[config.mk]
export PLATFORM = sky130hd
export DESIGN_NAME = led_drive_current_config
export DESIGN_NICKNAME = d
export VERILOG_FILES = /design/src/core/led_drive_pkg.sv /design/src/core/led_drive_current_config.sv
export SDC_FILE = /design/constraint.sdc
export NUM_CORES = 1
export LEC_CHECK = 0
export BUFFER_PORTS_ARGS = -buffer_cell sky130_fd_sc_hd__buf_2
export CAP_MARGIN = 15
export CELL_PAD_IN_SITES_DETAIL_PLACEMENT = 1
export CELL_PAD_IN_SITES_GLOBAL_PLACEMENT = 1
export CORE_MARGIN = 10
export CORE_UTILIZATION = 54
export DETAILED_ROUTE_END_ITERATION = 8
export PLACE_DENSITY = 0.86
export SLEW_MARGIN = 5
export SYNTH_ARGS = -nofsm -noshare
export SYNTH_HDL_FRONTEND = slang
export SYNTH_SLANG_ARGS = --single-unit
[constraint.sdc]
create_clock -name clk -period 130.6 [get_ports clk]
set_clock_uncertainty 0.15 [all_clocks]
set_input_delay 32.65 -clock clk [delete_from_list [all_inputs] [get_ports clk]]
set_output_delay 32.65 -clock clk [all_outputs]
set_load 0.05 [all_outputs]
[src/core/led_drive_pkg.sv]
// constants for the led drive current configuration registers
package led_drive_pkg;
	// ----------------------------------------
	// register map
	// ----------------------------------------
	localparam logic [7:0] led1_drive_control_addr = 8'h23;
	localparam logic [7:0] led2_drive_control_addr = 8'h24;
	localparam logic [7:0] fine_adjust_addr = 8'h25;
	// ----------------------------------------
	// field positions
	// ----------------------------------------
	localparam int strength_bit = 13;
	localparam int edge_rate_lsb = 4;
	localparam int coarse_lsb = 0;
	localparam int drv1_fine_lsb = 0;
	localparam int drv2_fine_lsb = 6;
	// ----------------------------------------
	// reset values
	// ----------------------------------------
	localparam logic [15:0] drive_control_reset = 16'h3000;
	localparam logic [15:0] fine_adjust_reset = 16'h630c;
	// ----------------------------------------
	// peak target fixed point (milliamp times 1000 factors)
	// ----------------------------------------
	localparam logic [31:0] coarse_base = 32'h0000_6d60;
	localparam logic [31:0] coarse_step = 32'h0000_3c64;
	localparam logic [31:0] fine_base = 32'h0000_02c6;
	localparam logic [31:0] fine_step = 32'h0000_0018;
	localparam logic [31:0] scale_low = 32'h0000_0190;
	localparam logic [31:0] scale_full = 32'h0000_03e8;
endpackage : led_drive_pkg

[src/core/led_drive_current_config.sv]
// led driver current configuration register bank
// Behaviour
// - driver one coarse code resets zero; code n targets 28 to 259 mA.
// - driver one peak target is coarse times fine times scale factor.
// - driver two strength bit resets one; zero means 40% low power.
// - driver two edge rate resets zero; 0 slowest, 7 fastest.
// - driver two coarse code like driver one; fine from shared bits 10:6.
// - driver two bits 15:14 and 11:7 reset zero, bit 12 resets one.
// - driver one strength bit resets one; zero means 40% low power.
`timescale 1ns/1ps
`default_nettype none
module led_drive_current_config
	import led_drive_pkg::*;
(
	input wire logic clk,
	input wire logic rst,
	input wire logic reg_wr,
	input wire logic [7:0] reg_addr,
	input wire logic [15:0] reg_wdata,
	input wire logic [15:0] fine_adjust,
	output logic [15:0] reg_rdata,
	output logic drv1_strength_select,
	output logic [2:0] drv1_edge_rate,
	output logic [3:0] drv1_coarse_code,
	output logic [31:0] drv1_peak_target,
	output logic drv2_strength_select,
	output logic [2:0] drv2_edge_rate,
	output logic [3:0] drv2_coarse_code,
	output logic [31:0] drv2_peak_target
);
	// ----------------------------------------
	// storage and decode
	// ----------------------------------------
	logic [15:0] led1_drive_control;
	logic [15:0] led2_drive_control;
	wire logic wr1 = reg_wr && (reg_addr == led1_drive_control_addr);
	wire logic wr2 = reg_wr && (reg_addr == led2_drive_control_addr);
	wire logic [15:0] next_led1 = wr1 ? reg_wdata : led1_drive_control;
	wire logic [15:0] next_led2 = wr2 ? reg_wdata : led2_drive_control;
	wire logic [15:0] next_rdata =
		(reg_addr == led1_drive_control_addr) ? next_led1 :
		(reg_addr == led2_drive_control_addr) ? next_led2 : 16'h0000;

	// peak target in microamps (factors scaled by 1000)
	function automatic logic [31:0] peak(input logic [3:0] c,
		input logic [4:0] f, input logic s);
		logic [63:0] p;
		p = 64'((coarse_base + coarse_step * 32'(c)) / 32'd1000)
			* 64'(fine_base + fine_step * 32'(f))
			* 64'(s ? scale_full : scale_low);
		peak = 32'(p / 64'd1000);
	endfunction : peak

	wire logic [31:0] next_peak1 = peak(next_led1[coarse_lsb +: 4],
		fine_adjust[drv1_fine_lsb +: 5], next_led1[strength_bit]);
	wire logic [31:0] next_peak2 = peak(next_led2[coarse_lsb +: 4],
		fine_adjust[drv2_fine_lsb +: 5], next_led2[strength_bit]);

	// ----------------------------------------
	// registers
	// ----------------------------------------
	always_ff @(posedge clk or posedge rst) begin
		if (rst) begin
			led1_drive_control <= drive_control_reset;
			led2_drive_control <= drive_control_reset;
			reg_rdata <= 16'h0000;
		end else begin
			led1_drive_control <= next_led1;
			led2_drive_control <= next_led2;
			reg_rdata <= next_rdata;
		end
	end

	always_ff @(posedge clk or posedge rst) begin
		if (rst) begin
			drv1_strength_select <= 1'b1;
			drv1_edge_rate <= 3'h0;
			drv1_coarse_code <= 4'h0;
			drv2_strength_select <= 1'b1;
			drv2_edge_rate <= 3'h0;
			drv2_coarse_code <= 4'h0;
			drv1_peak_target <= 32'h0000_0000;
			drv2_peak_target <= 32'h0000_0000;
		end else begin
			drv1_strength_select <= next_led1[strength_bit];
			drv1_edge_rate <= next_led1[edge_rate_lsb +: 3];
			drv1_coarse_code <= next_led1[coarse_lsb +: 4];
			drv2_strength_select <= next_led2[strength_bit];
			drv2_edge_rate <= next_led2[edge_rate_lsb +: 3];
			drv2_coarse_code <= next_led2[coarse_lsb +: 4];
			drv1_peak_target <= next_peak1;
			drv2_peak_target <= next_peak2;
		end
	end
endmodule : led_drive_current_config
`default_nettype wire

==> results.ini, run 1 <==
[global_route]
use_met1_pct=33.6
grtUsageMet3_pct=2.00
busiest_layer=met2
grt_util_met2_pct=52.5
grt_max_degree=52
grt_overflow=0
grt_pass1_vias=43400
grt_usage_pct=28.3
grt_pass1_wl_microns=217000
antenna_found_initial=0

[route]
viasPerCell=6.33
drc=0
wl_per_cell_microns=20.3
first_pass_iters=5
ant_nets=0
wl_microns=130000
drt_iter0_markers=2095
num_vias=40700

[setup_path]
critPathMaxFanout=23
reg2regPathDepth=169
arrival_ns=85.63
crit_path_frequent_cell=a21oi_1
crit_path_end_kind=flop
crit_type=in2reg
crit_path_start_kind=primary input
cpPeakStageDelay_ns=0.90
crit_required_ns=130.80
crit_slowest_cell=mux2i_1

[clock_network]
cts_num_sinks=100
clock-root-buffer=clkbuf_16
ctsResizeCount=0
cts.htree.levels=3
cts_tree=built
cts_setup_buffers=0
numCtsBuffers=9
cts_hold_buf=0
clk_latency_ns=0.44
clock_path_buffers=2
path_clk_slew_ns=0.10

[placed_design]
place_congestion=0.893
port_buffers=120
hpwl_microns=108000

[logic_synthesis]
synth_area_sq_um=42000
synthDistinctLibCells=157
yosys_warnings=0
synth_seq_cells=100
async_reset_ff_share_pct=100
seq_area_frac_synth_pct=5.97
synth_top_flop_cell=dfrtp_1
syn_inst=5355
synth_edf_count=0
syn-mean-instance-area_sq_um=7.84

[final_layout]
drive_above_1_share_pct=8.84
layout_common_cells=574 x inv_1, 447 x nand2_1, 429 x nor2_1, 396 x ha_1, 336 x fa_1
fin_util_pct=56.7
syn_to_final_growth_pct=4.27
nets=6157
final_common_cell=inv_1

[floorplan]
dieArea_sq_um=89300
die_x_microns=299
num_rows=102
io_pins=139
start_util_pct=54.4
core_sq_um=77200
die_h_microns=299

[sta]
rsz0062_at_grt=no
fin_tns_setup_ns=0
post-route-min-period_ns=85.43
hold_viol=0
worst_pin_slew_ns=1.17
fmax_ghz=0.0117
fin_crit_sh_pct=65.4
setup_viol=0
relSlewSlack_pct=22.1
finalMaxSlewViolations=0

[hold_path]
worstHoldPathCells=1
hold_class=reg2reg

[status]
status=finished clean

[flow_run]
cap_violations=0

==> cell usage after synthesis (34+ instances only) <==
| cell type | number | area share (%) |
|---|---|---|
| inv_1 | 575 | 5.1 |
| nand2_1 | 447 | 4.0 |
| nor2_1 | 429 | 3.8 |
| ha_1 | 396 | 12 |
| fa_1 | 336 | 16 |
| xnor2_1 | 296 | 6.2 |
| a21oi_1 | 277 | 3.3 |
| o21ai_0 | 197 | 2.3 |
| nor3_1 | 147 | 1.8 |
| nand3_1 | 133 | 1.6 |
| and2_1 | 121 | 1.8 |
| xor2_1 | 118 | 2.5 |
| dfrtp_1 | 96 | 5.7 |
| clkbuf_1 | 94 | 0.84 |
| a31oi_1 | 80 | 1.2 |
| nand2b_1 | 79 | 1.2 |
| a21o_1 | 68 | 1.2 |
| mux2i_1 | 66 | 1.6 |
| o21a_1 | 60 | 1.1 |
| and3_1 | 57 | 0.85 |
| a211oi_1 | 54 | 0.97 |
| o21bai_1 | 51 | 0.91 |
| o21ai_1 | 50 | 0.60 |
| o211ai_1 | 49 | 0.88 |
| o31ai_1 | 46 | 0.82 |
| nor4_1 | 45 | 0.67 |
| nor2b_1 | 44 | 0.66 |
| nand4_1 | 42 | 0.63 |
| mux2_2 | 40 | 1.1 |
| or2_2 | 37 | 0.55 |
| buf_4 | 35 | 0.63 |
| o22ai_1 | 35 | 0.52 |
| or3_1 | 34 | 0.51 |
==> cells by family (layout without fill, tap and decap cells) <==
group / Yosys count / after routing / synth area share, %
multiplexers: 118 / 118 / 3.06
other: 2 / 37 / 0.0179
AO/OA/AOI/OAI: 1439 / 1439 / 25.5
adder cells (fa/ha/maj): 746 / 746 / 28.2
XOR/XNOR: 425 / 425 / 9.06
buffers and inverters: 774 / 772 / 7.43
AND/OR/NAND/NOR: 1751 / 1751 / 20.8
flip-flops: 100 / 100 / 5.97
==> routing by layer <==
layer  wire [microns]  share of wire [%]
met3             3690                2.8
met5                0                  0
met4             4320                3.3
met2            68200                 52
met1            53900                 41
==> state kept, by name, indices dropped and copies added (netlist names) <==
name                count
drv1_peak_target       26
led2_drive_control     11
drv2_peak_target       26
led1_drive_control     11
drv2_coarse_code        3
drv2_edge_rate          2
drv1_edge_rate          2
drv1_coarse_code        3
reg_rdata              16
==> metrics by stage <==
step / cells / instance area, sq um / hold slack (ns) / setup WS (ns)
after global routing: 6427 / 43800 / 0.373 / 40.88
after detailed placement: 6410 / 43500 / 0.339 / 45.58
final: 6428 / 43800 / 0.356 / 45.17
after global placement: 6410 / 43500 / 0.328 / 47.19
after floorplan: 5389 / 42100 / 0.321 / 55.98
after CTS: 6426 / 43800 / 0.358 / 45.84
==> worst max-delay path: cells and delay by family <==
kind / cells / cell delay, ns
AO/OA/AOI/OAI: 76 / 23.17
XOR/XNOR: 10 / 2.40
adder cells (fa/ha/maj): 15 / 6.70
buffers and inverters: 14 / 3.18
multiplexers: 6 / 2.42
AND/OR/NAND/NOR: 53 / 15.03
==> worst paths after layout <==
kind,start,endpoint,slack (ns)
max,reg_addr[1],drv1_peak_target[0],45.17
min,led2_drive_control[11],led2_drive_control[11],0.36
max reg2reg,drv1_coarse_code[1],drv1_peak_target[0],78.67
min reg2reg,led2_drive_control[11],led2_drive_control[11],0.36
max in group asynchronous,rst,drv2_peak_target[19],96.72
min in group asynchronous,rst,reg_rdata[6],32.19
==> final cells by class <==
class / count / area [sq um]
Multi-Input combinational cell: 4515 / 36500
Timing Repair Buffer: 159 / 893
Clock buffer: 9 / 225
Fill cell: 9735 / 33400
Inverter: 597 / 2250
Tap cell: 1040 / 1300
Antenna cell: 1 / 2.50
Clock inverter: 7 / 83.8
Sequential cell: 100 / 2510
Power of run 1 is not shown: default switching activity piles up to over one toggle a cycle in this logic, so the estimate is an artifact.
==> inputs of run 2 (changes only) <==
Settings changed: CORE_UTILIZATION 54 to 45, PLACE_DENSITY 0.86 to 0.76.
Clock period 130.6 ns to 78.2 ns, I/O delays scaled along.
==> results.ini, run 2 (synthesized netlist as in run 1, its figures left out) <==
[global_route]
grt_pass1_vias=41200
grt_usage_pct=22.4
grt_overflow=0
grt_max_degree=62
antenna_found_initial=2
grt_pass1_wl_microns=206000

[placed_design]
hpwl_microns=101000
port_buffers=120
place_congestion=0.864

[sta]
setup_viol=0
timing.hold.ws_ns=0.351
worst_pin_slew_ns=1.15
hold_viol=0
fin_crit_sh_pct=91.6
fmax_ghz=0.0140
finalMaxSlewViolations=0
rsz0062_at_grt=no
fin_tns_setup_ns=0
relSlewSlack_pct=23.1
post-route-min-period_ns=71.64

[clock_network]
cts_hold_buf=0
cts_setup_buffers=0
cts_tree=built
path_clk_slew_ns=0.11
clk_latency_ns=0.42
ctsResizeCount=0
clock-root-buffer=clkbuf_16
numCtsBuffers=9
cts.htree.levels=3
cts_num_sinks=100
clock_path_buffers=2

[route]
drt_iter0_markers=2183
ant_nets=0
wl_microns=122000
first_pass_iters=5
wl_per_cell_microns=18.4
num_vias=39200
viasPerCell=5.91
drc=0

[flow_run]
cap_violations=0

[setup_path]
critPathMaxFanout=23
crit_path_end_kind=flop
crit_required_ns=78.42
cpPeakStageDelay_ns=0.85
crit_slowest_cell=and3_1
crit_type=in2reg
crit_path_start_kind=primary input
crit_path_frequent_cell=xnor2_1
arrival_ns=71.87

[floorplan]
num_rows=111
die_x_microns=325
core_sq_um=92100
start_util_pct=45.6
dieArea_sq_um=106000
die_h_microns=325
io_pins=139

[final_layout]
syn_to_final_growth_pct=4.96
final_common_cell=inv_1
diodes=0
fillCellCount=11500
nets=6161
reg_top3=drv1_peak_target: 26 flops, drv2_peak_target: 26 flops, reg_rdata: 16 flops
drive_above_1_share_pct=8.92
layout_common_cells=574 x inv_1, 447 x nand2_1, 429 x nor2_1, 396 x ha_1, 336 x fa_1

[hold_path]
hold_class=reg2reg

[status]
status=finished clean

[run 2: area by class of cell]
cell class / instances / area (sq um) / share of cell area, %
multi-input combinational: 4515 / 36500 / 82.9
sequential: 100 / 2510 / 5.69
inverter: 597 / 2250 / 5.10
tap: 1243 / 1560 / 3.53
timing repair buffer: 163 / 923 / 2.09
clock buffer: 9 / 225 / 0.511
clock inverter: 7 / 91.3 / 0.207
[run 2: worst max-delay path, delay by kind of cell]
family                   cells  cell delay, ns
AO/OA/AOI/OAI               75           22.37
XOR/XNOR                    14            3.96
adder cells (fa/ha/maj)     15            6.63
buffers and inverters       13            2.57
multiplexers                 5            2.01
AND/OR/NAND/NOR             51           14.64
[run 2: per-stage QoR]
stage	cell area (sq um)	utilization (%)	setup WS (ns)	cells
3_5_place_dp	43800	47.5	6.08	6618
2_1_floorplan	42100	-	16.68	5389
6_report	44100	47.9	6.56	6634
5_1_grt	44100	47.9	1.90	6634
3_3_place_gp	43800	47.5	7.35	6618
4_1_cts	44100	47.9	6.46	6634
[run 2: path summary, 6_finish.rpt]
path	start	cells after the start	end	slack [ns]
hold reg to reg	led2_drive_control[8]	1	led2_drive_control[8]	0.35
hold / removal	led2_drive_control[8]	1	led2_drive_control[8]	0.35
max in group asynchronous	rst	3	drv2_peak_target[21]	57.48
setup / recovery	reg_addr[0]	173	drv1_peak_target[0]	6.56
setup reg to reg	drv1_coarse_code[1]	169	drv1_peak_target[0]	27.16
min in group asynchronous	rst	2	drv2_peak_target[5]	19.16
[run 2: metal layers]
layer | routed length [microns] | vias to the layer above | track usage (%)
met2 | 63500 | 426 | 41.8
met5 | 15 | - | 0
met1 | 54600 | 19600 | 27.9
li1 | - | 19100 | -
met4 | 1890 | 2 | 4.78
met3 | 2210 | 105 | 1.25
Power of run 2 is left out for the same reason.
